<file path="src/inc/irq_prio_map.svh">
// Register offsets, field positions, reset values and sizes of the interrupt block
`ifndef IRQ_PRIO_MAP_SVH
`define IRQ_PRIO_MAP_SVH
// ----------------------------------------
// Register indices (byte address = 4 x index)
// ----------------------------------------
`define IDX_PRIO_FOUR 12'hf90
`define IDX_PRIO_FIVE 12'hf99
`define IDX_PRIO_THREE 12'hfa5
`define IDX_RESET_CTRL 12'hfd0
`define IDX_CTRL_MAIN 12'hff2
`define IDX_CTRL_SECOND 12'hff1
`define IDX_CTRL_THIRD 12'hff0
`define IDX_TMR0_CTRL 12'hfd5
`define IDX_TMR0_COUNT 12'hfd6
// ----------------------------------------
// Reset values
// ----------------------------------------
`define RST_PRIO_FULL 8'hff
`define RST_PRIO_FIVE 6'h3f
`define RST_RESET_CTRL 8'h3c
// ----------------------------------------
// Field positions
// ----------------------------------------
`define BIT_PRIO_EN 7
`define BIT_GIE_HIGH 7
`define BIT_GIE_LOW 6
`define BIT_TMR0_IE 5
`define BIT_EXT0_IE 4
`define BIT_PORTB_IE 3
`define BIT_TMR0_IF 2
`define BIT_EXT0_IF 1
`define BIT_PORTB_IF 0
`define BIT_EXT2_PRIO 7
`define BIT_EXT1_PRIO 6
`define BIT_EXT3_PRIO 1
`define BIT_TMR0_PRIO 2
`define BIT_PORTB_PRIO 0
`define BIT_TMR0_RUN 0
`define BIT_TMR0_WIDE 1
// ----------------------------------------
// Sizes
// ----------------------------------------
`define PERIPH_SRC 22
`define STACK_DEPTH 5'd31
`endif

</file>
<file path="src/inc/irq_prio_pkg.sv">
// Types shared by the interrupt priority block
package irq_prio_pkg;
  // Context captured when an interrupt is taken
  typedef struct packed {
    logic [20:0] pc;
    logic [7:0] workingReg;
    logic [7:0] status;
    logic [7:0] bankSelect;
  } ctx_s;
  // Which level is in service
  typedef enum logic [1:0] {LVL_NONE, LVL_LOW, LVL_HIGH} level_e;
endpackage : irq_prio_pkg

</file>
<file path="src/core/irq_prio_ctrl.sv">
// Interrupt priority, external edge interrupts, timer zero and context save
//
// Design decision made here: the APB interface to the registers.
`timescale 1ns/10ps
`include "irq_prio_map.svh"
module irq_prio_ctrl (
  input wire logic core_clk,
  input wire logic rst,
  input wire logic psel,
  input wire logic penable,
  input wire logic pwrite,
  input wire logic [13:0] paddr,
  input wire logic [31:0] pwdata,
  output logic [31:0] prdata,
  output logic pready,
  output logic pslverr,
  input wire logic [3:0] extIrqPin,
  input wire logic [3:0] portBHigh,
  input wire logic [`PERIPH_SRC-1:0] periphReq,
  input wire logic watchdogTimeoutIn,
  input wire logic powerDownIn,
  input wire logic deepSleepIn,
  input wire logic entryAck,
  input wire irq_prio_pkg::ctx_s ctxIn,
  input wire logic retfie,
  output logic irqReq,
  output logic irqVecHigh,
  output logic wakeReq,
  output logic deepWake,
  output irq_prio_pkg::ctx_s retCtx
);
  import irq_prio_pkg::*;

  // Reset value as a vector, so that single cause bits can be picked from it
  localparam logic [7:0] resetCtrlInit = `RST_RESET_CTRL;

  // ----------------------------------------
  // Register decode
  // ----------------------------------------
  // Word index of an APB byte address
  function automatic logic [11:0] regIdx(input logic [13:0] a);
    regIdx = a[13:2];
  endfunction : regIdx

  // True when the index names a register of this block
  function automatic logic isMapped(input logic [11:0] i);
    isMapped = (i == `IDX_PRIO_FOUR) || (i == `IDX_PRIO_FIVE) ||
      (i == `IDX_PRIO_THREE) || (i == `IDX_RESET_CTRL) ||
      (i == `IDX_CTRL_MAIN) || (i == `IDX_CTRL_SECOND) ||
      (i == `IDX_CTRL_THIRD) || (i == `IDX_TMR0_CTRL) ||
      (i == `IDX_TMR0_COUNT);
  endfunction : isMapped

  logic [11:0] idx; // Index of current address
  logic wrAcc; // Write takes effect this cycle
  logic [7:0] wb; // Low write byte

  assign idx = regIdx(paddr);
  assign wrAcc = psel && penable && pwrite;
  assign wb = pwdata[7:0];
  // Zero wait states: every access completes in its first access cycle
  assign pready = 1'b1;
  assign pslverr = psel && penable && !isMapped(idx);

  // ----------------------------------------
  // Storage
  // ----------------------------------------
  logic [7:0] prioThree_q; // Serial, UART two, timers, calendar
  logic [7:0] prioFour_q; // Capture units
  logic [5:0] prioFive_q; // Comparator and timer sources
  logic prioLevelsEnable_q; // Two-level mode
  logic [3:0] causeFlags_q; // Config mismatch, reset instr, power-on, brown-out
  logic [7:0] ctrlMain_q; // Globals, enables, flags
  logic [7:0] ctrlSecond_q; // Edge selects and priorities
  logic [7:0] ctrlThird_q; // Ext 2..1 priorities, ext 3..1 enables and flags
  logic [1:0] tmr0Ctrl_q; // Run and sixteen-bit mode
  logic [15:0] tmr0Count_q; // Timer zero counter
  logic [3:0] pinPrev_q; // Last sampled external pins
  logic [3:0] portBPrev_q; // Last sampled port B upper pins
  logic deepWake_q; // Deep sleep wake pulse
  logic [31:0] prdata_q; // Read data latched in setup

  // ----------------------------------------
  // Priority registers
  // ----------------------------------------
  // Reset to all-high; any source bit is plain RW
  always_ff @(posedge core_clk or posedge rst) begin
    if (rst) begin
      prioThree_q <= `RST_PRIO_FULL;
      prioFour_q <= `RST_PRIO_FULL;
      prioFive_q <= `RST_PRIO_FIVE;
    end else if (wrAcc) begin
      if (idx == `IDX_PRIO_THREE) prioThree_q <= wb;
      if (idx == `IDX_PRIO_FOUR) prioFour_q <= wb;
      if (idx == `IDX_PRIO_FIVE) prioFive_q <= wb[5:0];
    end
  end

  // ----------------------------------------
  // Reset control register
  // ----------------------------------------
  // Timeout and power-down come from the reset logic and are read-only
  always_ff @(posedge core_clk or posedge rst) begin
    if (rst) begin
      prioLevelsEnable_q <= 1'b0;
      causeFlags_q <= {resetCtrlInit[5], resetCtrlInit[4],
                       resetCtrlInit[1], resetCtrlInit[0]};
    end else if (wrAcc && idx == `IDX_RESET_CTRL) begin
      prioLevelsEnable_q <= wb[`BIT_PRIO_EN];
      causeFlags_q <= {wb[5], wb[4], wb[1], wb[0]};
    end
  end

  // ----------------------------------------
  // Edge and change detection
  // ----------------------------------------
  logic [3:0] edgeSel; // One per pin: 1 rising, 0 falling
  logic [3:0] extEdge; // Selected edge seen
  logic portBChange; // Any upper port B change
  logic tmr0Roll; // Timer zero rollover this cycle

  assign edgeSel = ctrlSecond_q[7:4];
  // Pins are taken as synchronous; previous sample makes the edge
  assign extEdge = (edgeSel & extIrqPin & ~pinPrev_q) |
                   (~edgeSel & ~extIrqPin & pinPrev_q);
  assign portBChange = |(portBHigh ^ portBPrev_q);

  // Pin history
  always_ff @(posedge core_clk or posedge rst) begin
    if (rst) begin
      pinPrev_q <= 4'h0;
      portBPrev_q <= 4'h0;
    end else begin
      pinPrev_q <= extIrqPin;
      portBPrev_q <= portBHigh;
    end
  end

  // ----------------------------------------
  // Timer zero
  // ----------------------------------------
  // In eight-bit mode the high byte is frozen so rollover is FFh to 00h
  assign tmr0Roll = tmr0Ctrl_q[`BIT_TMR0_RUN] &&
    (tmr0Ctrl_q[`BIT_TMR0_WIDE] ? (tmr0Count_q == 16'hffff)
                                : (tmr0Count_q[7:0] == 8'hff));

  // Counter and its control; a control write restarts the count
  always_ff @(posedge core_clk or posedge rst) begin
    if (rst) begin
      tmr0Ctrl_q <= 2'h0;
      tmr0Count_q <= 16'h0000;
    end else if (wrAcc && idx == `IDX_TMR0_CTRL) begin
      tmr0Ctrl_q <= wb[1:0];
      tmr0Count_q <= 16'h0000;
    end else if (tmr0Ctrl_q[`BIT_TMR0_RUN]) begin
      if (tmr0Ctrl_q[`BIT_TMR0_WIDE]) begin
        tmr0Count_q <= tmr0Count_q + 16'h0001;
      end else begin
        tmr0Count_q[7:0] <= tmr0Count_q[7:0] + 8'h01;
      end
    end
  end

  // ----------------------------------------
  // Control registers with sticky flags
  // ----------------------------------------
  // A hardware set in the same cycle as a software clear wins, so no
  // event is lost; software clears a flag by writing it with zero
  always_ff @(posedge core_clk or posedge rst) begin
    if (rst) begin
      ctrlMain_q <= 8'h00;
    end else begin
      if (wrAcc && idx == `IDX_CTRL_MAIN) begin
        ctrlMain_q <= wb;
      end
      if (tmr0Roll) ctrlMain_q[`BIT_TMR0_IF] <= 1'b1;
      if (extEdge[0]) ctrlMain_q[`BIT_EXT0_IF] <= 1'b1;
      if (portBChange) ctrlMain_q[`BIT_PORTB_IF] <= 1'b1;
    end
  end

  // Edge selects and priorities; bit 3 is not used
  always_ff @(posedge core_clk or posedge rst) begin
    if (rst) begin
      ctrlSecond_q <= 8'h00;
    end else if (wrAcc && idx == `IDX_CTRL_SECOND) begin
      ctrlSecond_q <= {wb[7:4], 1'b0, wb[2:0]};
    end
  end

  // Bits 5..3 enable ext 3..1, bits 2..0 flag ext 3..1
  always_ff @(posedge core_clk or posedge rst) begin
    if (rst) begin
      ctrlThird_q <= 8'h00;
    end else begin
      if (wrAcc && idx == `IDX_CTRL_THIRD) begin
        ctrlThird_q <= wb;
      end
      for (int i = 1; i < 4; i++) begin
        if (extEdge[i]) ctrlThird_q[i-1] <= 1'b1;
      end
    end
  end

  // ----------------------------------------
  // Pending requests by level
  // ----------------------------------------
  logic [3:0] extFlag; // External flags, pin order
  logic [3:0] extEn; // External enables, pin order
  logic [3:0] extPrio; // External priorities, pin order
  logic [`PERIPH_SRC-1:0] periphPrio; // Peripheral priority bits
  logic tmr0Pend; // Timer zero flagged and enabled
  logic portBPend; // Port B change flagged and enabled
  logic highPend; // Some high request
  logic lowPend; // Some low request

  assign extFlag = {ctrlThird_q[2:0], ctrlMain_q[`BIT_EXT0_IF]};
  assign extEn = {ctrlThird_q[5:3], ctrlMain_q[`BIT_EXT0_IE]};
  // Pin zero has no priority bit and is tied high
  assign extPrio = {ctrlSecond_q[`BIT_EXT3_PRIO], ctrlThird_q[`BIT_EXT2_PRIO],
                    ctrlThird_q[`BIT_EXT1_PRIO], 1'b1};
  assign periphPrio = {prioFive_q, prioFour_q, prioThree_q};
  assign tmr0Pend = ctrlMain_q[`BIT_TMR0_IF] && ctrlMain_q[`BIT_TMR0_IE];
  assign portBPend = ctrlMain_q[`BIT_PORTB_IF] && ctrlMain_q[`BIT_PORTB_IE];

  // A disabled request never reaches the core, whatever its flag
  assign highPend = |(extFlag & extEn & extPrio) |
    |(periphReq & periphPrio) |
    (tmr0Pend && ctrlSecond_q[`BIT_TMR0_PRIO]) |
    (portBPend && ctrlSecond_q[`BIT_PORTB_PRIO]);
  assign lowPend = |(extFlag & extEn & ~extPrio) |
    |(periphReq & ~periphPrio) |
    (tmr0Pend && !ctrlSecond_q[`BIT_TMR0_PRIO]) |
    (portBPend && !ctrlSecond_q[`BIT_PORTB_PRIO]);

  // ----------------------------------------
  // Arbitration and nesting
  // ----------------------------------------
  logic inHigh_q; // High routine running
  logic inLow_q; // Low routine running
  logic highOk; // High request may be taken
  logic lowOk; // Low request may be taken
  logic gieHigh; // Global high enable
  logic gieLow; // Global low enable

  assign gieHigh = ctrlMain_q[`BIT_GIE_HIGH];
  assign gieLow = ctrlMain_q[`BIT_GIE_LOW];
  // Legacy mode: one level, everything through the high vector
  assign highOk = prioLevelsEnable_q ? (gieHigh && highPend && !inHigh_q)
    : (gieHigh && (highPend || lowPend) && !inHigh_q);
  // A low request waits for any running routine; high can preempt low
  assign lowOk = prioLevelsEnable_q && gieHigh && gieLow && lowPend &&
    !inHigh_q && !inLow_q;
  assign irqReq = highOk || lowOk;
  assign irqVecHigh = highOk;

  // In-service tracking; return leaves the innermost level first
  always_ff @(posedge core_clk or posedge rst) begin
    if (rst) begin
      inHigh_q <= 1'b0;
      inLow_q <= 1'b0;
    end else if (entryAck && irqReq) begin
      if (highOk) inHigh_q <= 1'b1;
      else inLow_q <= 1'b1;
    end else if (retfie) begin
      if (inHigh_q) inHigh_q <= 1'b0;
      else inLow_q <= 1'b0;
    end
  end

  // ----------------------------------------
  // Return stack and shadow context
  // ----------------------------------------
  logic [20:0] retStack [0:30]; // Return addresses
  logic [4:0] sp_q; // Entries in use
  ctx_s shadow_q; // Fast return copy
  ctx_s retCtx_q; // Context handed back on return

  // Stack pointer; a full stack drops further pushes
  always_ff @(posedge core_clk or posedge rst) begin
    if (rst) begin
      sp_q <= 5'd0;
    end else if (entryAck && irqReq) begin
      if (sp_q < `STACK_DEPTH) sp_q <= sp_q + 5'd1;
    end else if (retfie && sp_q != 5'd0) begin
      sp_q <= sp_q - 5'd1;
    end
  end

  // Stack storage has no reset; only pushed entries are ever read
  always_ff @(posedge core_clk) begin
    if (entryAck && irqReq && sp_q < `STACK_DEPTH) begin
      retStack[sp_q] <= ctxIn.pc;
    end
  end

  // Shadow copy of working, status and bank registers
  always_ff @(posedge core_clk or posedge rst) begin
    if (rst) begin
      shadow_q <= '0;
    end else if (entryAck && irqReq) begin
      shadow_q <= ctxIn;
    end
  end

  // Returned context: popped address plus shadowed registers
  always_ff @(posedge core_clk or posedge rst) begin
    if (rst) begin
      retCtx_q <= '0;
    end else if (retfie && sp_q != 5'd0) begin
      retCtx_q <= shadow_q;
      retCtx_q.pc <= retStack[sp_q - 5'd1];
    end
  end
  assign retCtx = retCtx_q;

  // ----------------------------------------
  // Wake logic
  // ----------------------------------------
  // Enable must already be set; a flag raised while asleep then wakes
  assign wakeReq = |(extFlag & extEn);

  // Deep sleep wake restarts at the reset vector, so it is a pulse
  // to the power logic rather than an interrupt
  always_ff @(posedge core_clk or posedge rst) begin
    if (rst) begin
      deepWake_q <= 1'b0;
    end else begin
      deepWake_q <= deepSleepIn && extEdge[0];
    end
  end
  assign deepWake = deepWake_q;

  // ----------------------------------------
  // Read path
  // ----------------------------------------
  // Read data is caught in the setup cycle and held through access
  always_ff @(posedge core_clk or posedge rst) begin
    if (rst) begin
      prdata_q <= 32'h0000_0000;
    end else if (psel && !penable) begin
      unique case (idx)
        `IDX_PRIO_THREE: prdata_q <= {24'h00_0000, prioThree_q};
        `IDX_PRIO_FOUR: prdata_q <= {24'h00_0000, prioFour_q};
        `IDX_PRIO_FIVE: prdata_q <= {24'h00_0000, 2'b00, prioFive_q};
        `IDX_RESET_CTRL: prdata_q <= {24'h00_0000, prioLevelsEnable_q, 1'b0,
          causeFlags_q[3:2], watchdogTimeoutIn, powerDownIn,
          causeFlags_q[1:0]};
        `IDX_CTRL_MAIN: prdata_q <= {24'h00_0000, ctrlMain_q};
        `IDX_CTRL_SECOND: prdata_q <= {24'h00_0000, ctrlSecond_q};
        `IDX_CTRL_THIRD: prdata_q <= {24'h00_0000, ctrlThird_q};
        `IDX_TMR0_CTRL: prdata_q <= {24'h00_0000, 6'h00, tmr0Ctrl_q};
        `IDX_TMR0_COUNT: prdata_q <= {16'h0000, tmr0Count_q};
        default: prdata_q <= 32'h0000_0000;
      endcase
    end
  end
  assign prdata = prdata_q;

endmodule : irq_prio_ctrl

</file>
<file path="config.mk">
export PLATFORM = sky130hd
export DESIGN_NAME = irq_prio_ctrl
export DESIGN_NICKNAME = d
export VERILOG_FILES = /design/src/inc/irq_prio_pkg.sv /design/src/core/irq_prio_ctrl.sv
export VERILOG_INCLUDE_DIRS = /design/src /design/src/inc
export SDC_FILE = /design/constraint.sdc
export NUM_CORES = 1
export LEC_CHECK = 0
export ABC_AREA = 1
export BUFFER_PORTS_ARGS = -buffer_cell sky130_fd_sc_hd__buf_2
export CAP_MARGIN = 15
export CORE_MARGIN = 1.5
export CORE_UTILIZATION = 65
export CTS_BUF_LIST = sky130_fd_sc_hd__clkbuf_8 sky130_fd_sc_hd__clkbuf_16
export DETAILED_ROUTE_END_ITERATION = 10
export PLACE_DENSITY_LB_ADDON = 0.12
export SLEW_MARGIN = 25
export SYNTH_ARGS = -nofsm -noshare
export SYNTH_HDL_FRONTEND = slang
export SYNTH_SLANG_ARGS = --single-unit
</file>
<file path="constraint.sdc">
create_clock -name core_clk -period 8.9 [get_ports core_clk]
set_clock_uncertainty 0.15 [all_clocks]
set_input_delay 0.89 -clock core_clk [delete_from_list [all_inputs] [get_ports core_clk]]
set_output_delay 0.89 -clock core_clk [all_outputs]
set_load 0.02 [all_outputs]
</file>
## Word level (Yosys, flattened, before mapping)

Memory sizes are Yosys's and may differ from the RTL's. A register that Yosys moved wholly into a read port is not among the register bits.
Cells that the tools add are included.

- Add/subtract/negate cells: 4
- $lt $le $gt $ge: 1
- Eq/ne operators: 15
- Mux-type cells: 27
- Bitwise gates (word level): 22
- Reduce and logical (&&, ||, !) cells: 69

Operators with widths:

| operator | count |
|---|---|
| 16-bit one-hot mux with 9 select lines | 1 |
| 12-bit equality test, second input constant | 9 |
| 22-bit AND | 2 |
| 22-bit OR reduction | 2 |
| 16-bit two-way mux | 2 |
| 1-bit logical AND | 29 |
| 4-bit AND | 7 |
| 22-bit inverter | 1 |
| 2-bit nonzero test | 10 |
| 1-bit two-way mux | 17 |
| 16-bit by 1-bit adder with 16-bit output, second input constant | 1 |
| 16-bit equality test, second input constant | 1 |
| 8-bit two-way mux | 2 |
| 4-bit inverter | 4 |
| 4-bit OR reduction | 4 |
| 5-bit two-way mux | 3 |
| 2-bit AND reduction | 6 |
| 1-bit logical OR | 10 |
| 8-bit by 1-bit adder with 8-bit output, second input constant | 1 |
| 8-bit equality test, second input constant | 1 |
| 1-bit zero test | 6 |
| 3-bit two-way mux | 2 |
| 1-bit OR | 6 |
| 5-bit by 1-bit adder with 5-bit output, second input constant | 1 |
| 8 further kinds | 10 |

- Bits in registers: 164
- Bits in writable memories: 651
- Input port bits: 131
- Output and inout port bits: 83
- Word-level logic and storage cells: 169
- Memories: 1

Memories:

| name | depth | width | rd ports | clocked after Yosys merged registers in | wr ports | RTL line | RTL |
|---|---|---|---|---|---|---|---|
| retStack | 31 | 21 | 1 | 1 | 1 | irq_prio_ctrl.sv:274 | `logic [20:0] retStack [0:30];` |

## Logic depth before layout (Yosys ltp)

Gate-level depths: netlist of run 1.

- Word-level depth: 15
- Depth in mapped cells: 17
- Depth with buffers taken out: 16

## Worst setup path after synthesis of run 1

No wires, ideal clock.

- Path kind: input to output
- Start: input port paddr[13]
- End: output port pslverr
- Data arrival time: 2347 ps
- Required time: 7860 ps
- Slack: 5513 ps
- Cell stages on the path: 6
- Path buffers: 1
- Cell sequence: nand4_1 > inv_1 > nand3_1 > clkbuf_1 > nand4_1 > nor4_1

- Cells in the longest elaborated chain, start to end: 11
- Elaborated cells on any way between the ends: 19
- Those cells by class: eq/ne (9); reduce/logical (10)

Ends and longest elaborated chain:

| what | RTL line | RTL |
|---|---|---|
| from (decl) | irq_prio_ctrl.sv:12 | `input wire logic [13:0] paddr,` |
| 12-bit equality test | - |  |
| 1-bit logical OR (7 in series) | irq_prio_ctrl.sv:47 | `` isMapped = (i == `IDX_PRIO_FOUR) \|\| (i == `IDX_PRIO_FIVE) \|\| `` |
| 1-bit logical OR * | irq_prio_ctrl.sv:47 |  |
| 1-bit zero test * | irq_prio_ctrl.sv:63 | `assign pslverr = psel && penable && !isMapped(idx);` |
| 1-bit logical AND * | irq_prio_ctrl.sv:63 |  |
| to (decl) | irq_prio_ctrl.sv:16 | `output logic pslverr,` |

Every way passes the cells marked *; elsewhere a longest branch is shown, timed or not.

## Worst setup path in the final report of run 1

- Start: register sp_q[0]
- End: register, netlist name retCtx[28]

- Cells in the longest elaborated chain, start to end: 2
- Elaborated cells on any way between the ends: 3
- Those cells by class: add/sub (1); reduce/logical (2)

Ends and longest elaborated chain:

| what | RTL line | RTL |
|---|---|---|
| from (decl) | irq_prio_ctrl.sv:275 | `logic [4:0] sp_q;` |
| from (signal assigned) | irq_prio_ctrl.sv:284 | `` if (sp_q < `STACK_DEPTH) sp_q <= sp_q + 5'd1; `` |
| from (signal assigned) | irq_prio_ctrl.sv:286 | `sp_q <= sp_q - 5'd1;` |
| branches (longest 2 deep; another with 5-bit by 1-bit subtractor with 5-bit output) | - |  |

Parallel ways; which one is timed is not known.
A chain may end at the register's enable or synchronous reset.

==> impl_metrics.yaml, run 1 <==
sta:
  hold_viol: 0
  max_freq_mhz: 210.6
  fin_crit_ns: 4.748
  rsz0062_at_grt: "no"
  setup_tns_ns: 0
  maxSlewHeadroom_pct: 28.34
  drv_slew: 0
  worst_slew_pin_slew_ns: 1.068
  layout_worst_path_cycle_share_pct: 53.34
  setup-violations-final: 0
place:
  dpl.hpwl_um: 48940
  place_congestion: 0.9091
  placed_area_um2: 35010
  portBuffers: 170
route:
  first_pass_iters: 6
  wl_um: 87680
  wl_met1_um: 33780
  route.vias.total: 23389
  drtAntennaViolNets: 0
  viasPerCell: 6.289
  wl_met3_um: 7812
  route.met2.wl_um: 42560
  drc: 0
  highest_layer: "met5"
  drtIter0Drc: 2845
  detail_route.wl_per_cell_um: 23.58
finish:
  multi_input_area_um2: 8682
  seq_area_um2: 23810
  nets: 3105
  fill_cells: 3348
  layout-drive-gt1-share_pct: 14.16
  syn2layout_area_growth_pct: 11.84
  design_area_um2: 37620
pwr:
  ir_drop_v: 0.0003302
  p_per_area_nw_per_um2: 335.2
  p_leak_uw: 0.01380
clock_tree:
  h-tree-depth: 3
  post-cts-setup-buffers: 0
  ctsHoldBuffers: 0
  clkLatencyLatePin_ns: 0.64
  cts_tree: "yes"
  cts.path.max_buffers: 3
  clockRootBuffer: "clkbuf_16"
  numClockSinks: 820
  cts_resized: 0
  path_clk_slew_ns: 0.06
  cts_buffers: 82
logic_synthesis:
  async_flop_share_pct: 20.61
  synth_area_per_cell_um2: 11.88
  synth_cells: 2832
  syn_area_um2: 33640
  synth_seq_cells: 820
  ys_top_cells_by_count: "651 x edfxtp_1, 434 x nand2_1, 410 x nor2_1"
  ys_seq_area_share_pct: 70.77
  synth_top_area_share_pct: 58.11
  ys.flop_type: "edfxtp_1"
  synthTopCellsByArea: "edfxtp_1 58%, dfrtp_1 11%, o21ai_0 5.4%, nand2_1 4.8%, nor2_1 4.6%"
  synth_warnings: 0
  synth_edf_count: 651
  synth.most_common_cell: "edfxtp_1"
  synth_top_area_cell: "edfxtp_1"
  synth_cell_types: 45
floorplan:
  io_pins: 214
  die_w_um: 230.5
  coreArea_um2: 51200
  rows: 83
  initial_utilization_pct: 65.71
  die_h_um: 230.5
  die_area_um2: 53130
critical_path:
  cp_max_fo: 146
  end_kind: "flop"
  critical_path_class: "reg2reg"
  critPathLaunchType: "flop"
  crit_arrival_ns: 5.12
  worstPathRequired_ns: 9.27
grt:
  antenna_found_initial: 4
  grt.overflow.total: 0
  grt_max_degree: 147
  grt_pass1_vias: 22938
  grt_util_all_layers_pct: 33.39
  grt_first_pass_wirelength_um: 132800
status:
  status: "completed"
job:
  drv_cap: 0
worst_hold_path:
  hold_class: "in2reg"
[cell families after synthesis]
group           count (synthesis)  synth area share (%)
buf+inv                       296                 3.924
compound gates                682                 12.16
xor+xnor                       18                0.5468
flops                         820                 70.77
other cells                     2               0.02232
fa+ha+maj                       6                0.2232
simple gates                 1008                 12.35
[flip-flops by register name, indices dropped and copies added, names as in the netlist, 2 cells and up]
register	flops
retStack	651
retCtx	45
shadow_q	24
prdata	16
tmr0Count_q	16
ctrlMain_q	8
ctrlThird_q	8
prioFour_q	8
prioThree_q	8
ctrlSecond_q	7
prioFive_q	6
sp_q	5
causeFlags_q	4
pinPrev_q	4
portBPrev_q	4
tmr0Ctrl_q	2
[cells in the final DEF (no fill, tap or decap), drive strengths merged, types with 6 or more instances in the layout]
cell	count
edfxtp	651
nand2	438
nor2	414
o21ai	395
buf	219
dfrtp	145
inv	140
nand3	120
clkbuf	87
o22ai	86
o221ai	85
o211ai	84
clkinv	33
dfstp	24
a21oi	18
conb	17
nand4	16
xor2	13
nor3	12
o31ai	8
ha	6
[critical path: stages, from the launching register on]
cell	delay [ns]
dfrtp_4	0.50
inv_8	0.56
ha_1	0.40
xnor2_4	0.07
buf_4	0.32
inv_4	0.62
buf_4	0.79
o221ai_1	0.27
o211ai_1	0.17
nand3_1	0.23
nand3_1	0.24
nand2_1	0.07
[worst paths after layout]
check	from	to	slack (ns)	cells after the start
max	sp_q[0]$_DFFE_PP0P_	retCtx[28]$_DFFE_PP0P_	4.15	11
min	portBHigh[3]	portBPrev_q[3]$_DFF_PP0_	0.23	1
max reg2reg	sp_q[0]$_DFFE_PP0P_	retCtx[28]$_DFFE_PP0P_	4.15	11
min reg2reg	shadow_q[5]$_DFFE_PP0P_	retCtx[5]$_DFFE_PP0P_	0.32	2
max in group asynchronous	rst	pinPrev_q[2]$_DFF_PP0_	7.10	3
min in group asynchronous	rst	prdata[15]$_DFFE_PP0P_	0.26	2
[power by group]
part	switching, µW	internal [µW]	leakage (µW)
Clock	1470	1850	0.00135
Sequential	140	4430	0.00785
Combinational	3420	1300	0.00460
[metrics by stage]
step / setup slack [ns] / util (%) / cells / total power, µW / hold slack, ns
final: 4.153 / 73.49 / 3719 / 12610 / 0.2298
after global routing: 3.974 / 73.48 / 3718 / 13180 / 0.2113
after CTS: 4.221 / 73.46 / 3717 / 12550 / 0.1980
after detailed placement: 4.230 / 68.38 / 3564 / 9257 / 0.3045
after floorplan: 3.325 / - / 2847 / 7715 / 0.2922
after global placement: 4.314 / 68.37 / 3564 / 9059 / 0.2993
[layout make-up]
| cell class | count | area share [%] |
|---|---|---|
| antenna | 2 | 0.01330 |
| clock buffer | 87 | 5.637 |
| clock inverter | 66 | 1.284 |
| inverter | 114 | 1.191 |
| multi-input combinational | 1731 | 23.08 |
| sequential | 820 | 63.29 |
| tap | 680 | 2.261 |
| timing repair buffer | 219 | 3.249 |
[metal layers]
metal | GRT usage, % | vias up
met2 | 54.37 | 1283
met4 | 13.99 | 4
met3 | 6.806 | 222
met5 | 0 | -
met1 | 44.30 | 11434
li1 | - | 10446
Note: power is estimated with default switching activity, not from simulation.
==> run 2: changes to the inputs <==
- CORE_UTILIZATION: 65 -> 61
- clock period: 8.9 -> 4.5 ns (I/O delays scaled with it)
==> run 2 against run 1 <==
Compared with the run above: fmax up 37%; sequential share of layout area decreased by 1.4 points; highest routed layer is now met4; count of clock-buffer cells in the layout rose by 6; clock power grew 110%; critical endpoint is now retStack[27][16]$_DFFE_PP_; largest cell class unchanged; global-route usage decreased by 1.3 points.
==> impl_metrics.yaml, run 2 (synthesized netlist as in run 1, its figures left out) <==
grt:
  antenna_found_initial: 3
  grt_max_degree: 209
  use_met3_pct: 4.975
  grt-busiest-layer: "met2"
  grt_pass1_vias: 23054
  met1_usage_pct: 44.24
  grt_first_pass_wirelength_um: 135600
  grtUsageMet2_pct: 51.54
  grt.overflow.total: 0
  grt_util_all_layers_pct: 32.14
sta:
  timing.hold.ws_ns: 0.02023
  max_freq_mhz: 289.6
  layout_worst_path_cycle_share_pct: 76.74
  drv_slew: 0
  rsz0062_at_grt: "no"
  setup-violations-final: 0
  worst_slew_pin_slew_ns: 1.139
  fin_crit_ns: 3.453
  hold_viol: 0
  maxSlewHeadroom_pct: 24.02
  setup_tns_ns: 0
floorplan:
  die_area_um2: 56570
  die_h_um: 237.8
  die_w_um: 237.8
  coreArea_um2: 54130
  rows: 85
  io_pins: 214
  initial_utilization_pct: 62.14
clock_tree:
  numClockSinks: 820
  cts_buffers: 82
  path_clk_slew_ns: 0.06
  cts_tree: "yes"
  clkLatencyLatePin_ns: 0.64
  clockRootBuffer: "clkbuf_16"
  h-tree-depth: 3
  cts.path.max_buffers: 3
  cts_resized: 0
place:
  portBuffers: 170
  dpl.hpwl_um: 51550
  place_congestion: 0.9005
  dp_cells: 3592
critical_path:
  end_kind: "flop"
  slowest_stage: "nor2_2"
  crit_arrival_ns: 3.64
  worstPathRequired_ns: 4.68
  critical_path_class: "reg2reg"
  worst-path-buf-inv: 2
  worstPathCellList: "nand2_1, nand2_1, nor2_1, nand2_1, nor2_1, nand2_1, nor2_1, nand2_1, nand2_2, nand2_4, nand2_2, inv_2, nand3_4, nor2_2, buf_12"
  critPathLaunchType: "flop"
  critical-path-top-delay-family: "simple AND/OR/NAND/NOR gates"
  slowest_delay_ns: 0.63
  cp_max_fo: 30
  crit_top_cell: "nand2_1"
route:
  viasPerCell: 6.254
  detail_route.wl_per_cell_um: 23.85
  route.vias.total: 23679
  first_pass_iters: 5
  wl_um: 90310
  drc: 0
  drtIter0Drc: 3029
  drtAntennaViolNets: 0
finish:
  syn2layout_area_growth_pct: 14.30
  final_common_cell: "edfxtp_1"
  layout-drive-gt1-share_pct: 14.35
  largest_reg_flops: 651
  mostFrequentLayoutCells: "651 x edfxtp_1, 433 x nand2_1, 379 x nor2_1"
  nets: 3158
  fin_cells: 3786
  top_register: "retStack"
status:
  status: "completed"
pwr:
  p_leak_uw: 0.01416
  ir_drop_v: 0.0006674
  p_per_area_nw_per_um2: 659.8
worst_hold_path:
  hold_class: "in2reg"
job:
  drv_cap: 0
## run 2: changes by cell type in the layout (fill, tap and decap cells not counted), sizes merged
cell / previous run / this run
clkbuf: 87 / 93
inv: 140 / 146
clkinvlp: 3 / 5
dlygate4sd3: 0 / 41
bufinv: 4 / 8
clkinv: 33 / 13
buf: 219 / 231
## run 2: worst register-to-register path: stages (launching register included)
cell and delay, ns:
dfstp_2 0.56, nand2_1 0.05, nand2_1 0.05, nor2_1 0.06, nand2_1 0.07, nor2_1 0.06
nand2_1 0.07, nor2_1 0.06, nand2_1 0.08, nand2_2 0.08, nand2_4 0.11, nand2_2 0.07
inv_2 0.51, nand3_4 0.31, nor2_2 0.63, buf_12 0.24
## run 2: per-stage QoR
step / total power [µW] / utilization [%] / setup WS (ns) / instance area, µm²
CTS: 25350 / 71.02 / 0.9978 / 38440
global route: 26550 / 71.03 / 0.8776 / 38450
finish: 25370 / 71.03 / 1.047 / 38450
detailed placement: 18490 / 65.19 / 0.9829 / 35290
floorplan: 15260 / - / 1.554 / 33700
global placement: 18170 / 65.19 / 1.003 / 35290
## run 2: worst paths after layout
check                      slack [ns]                       start  cells past startpoint                    endpoint
setup / recovery                 1.05  prioThree_q[2]$_DFFE_PP1P_                     15  retStack[27][16]$_DFFE_PP_
hold / removal                   0.02                   pwdata[2]                      3  ctrlThird_q[2]$_DFFE_PP0P_
setup reg to reg                 1.05  prioThree_q[2]$_DFFE_PP1P_                     15  retStack[27][16]$_DFFE_PP_
hold reg to reg                  0.32    shadow_q[22]$_DFFE_PP0P_                      2      retCtx[22]$_DFFE_PP0P_
max in group asynchronous        2.77                         rst                      4         sp_q[0]$_DFFE_PP0P_
min in group asynchronous        0.37                         rst                      3       retCtx[2]$_DFFE_PP0P_
## run 2: final cells by class
| type | instances | area (µm²) |
|---|---|---|
| Antenna cell | 2 | 5.005 |
| Clock buffer | 93 | 2203 |
| Clock inverter | 58 | 539.3 |
| Fill cell | 3705 | 15680 |
| Inverter | 114 | 444.2 |
| Multi-Input combinational cell | 1731 | 8680 |
| Sequential cell | 820 | 23810 |
| Tap cell | 696 | 870.8 |
| Timing Repair Buffer | 272 | 1898 |
## run 2: repair_timing
action / in CTS / in global routing
hold endpoints to repair: 79 / 0
setup endpoints to repair: 0 / 0
hold buffers: 41 / 0
setup buffers: 0 / 0
## run 2: report_power, final
part	switching [µW]	total (µW)	leakage (µW)	internal [µW]
Clock	2850	6840	0.00143	3980
Combinational	6800	9520	0.00488	2720
Sequential	262	9010	0.00785	8750
Total	9920	25400	0.0142	15500
## run 2: metal layers
metal / share of wire, % / vias up / wire, µm
met4: 3.9 / 0 / 3540
met5: 0 / - / 0
li1: - / 10574 / -
met2: 47 / 1278 / 42780
met1: 40 / 11602 / 35880
met3: 9.0 / 225 / 8106
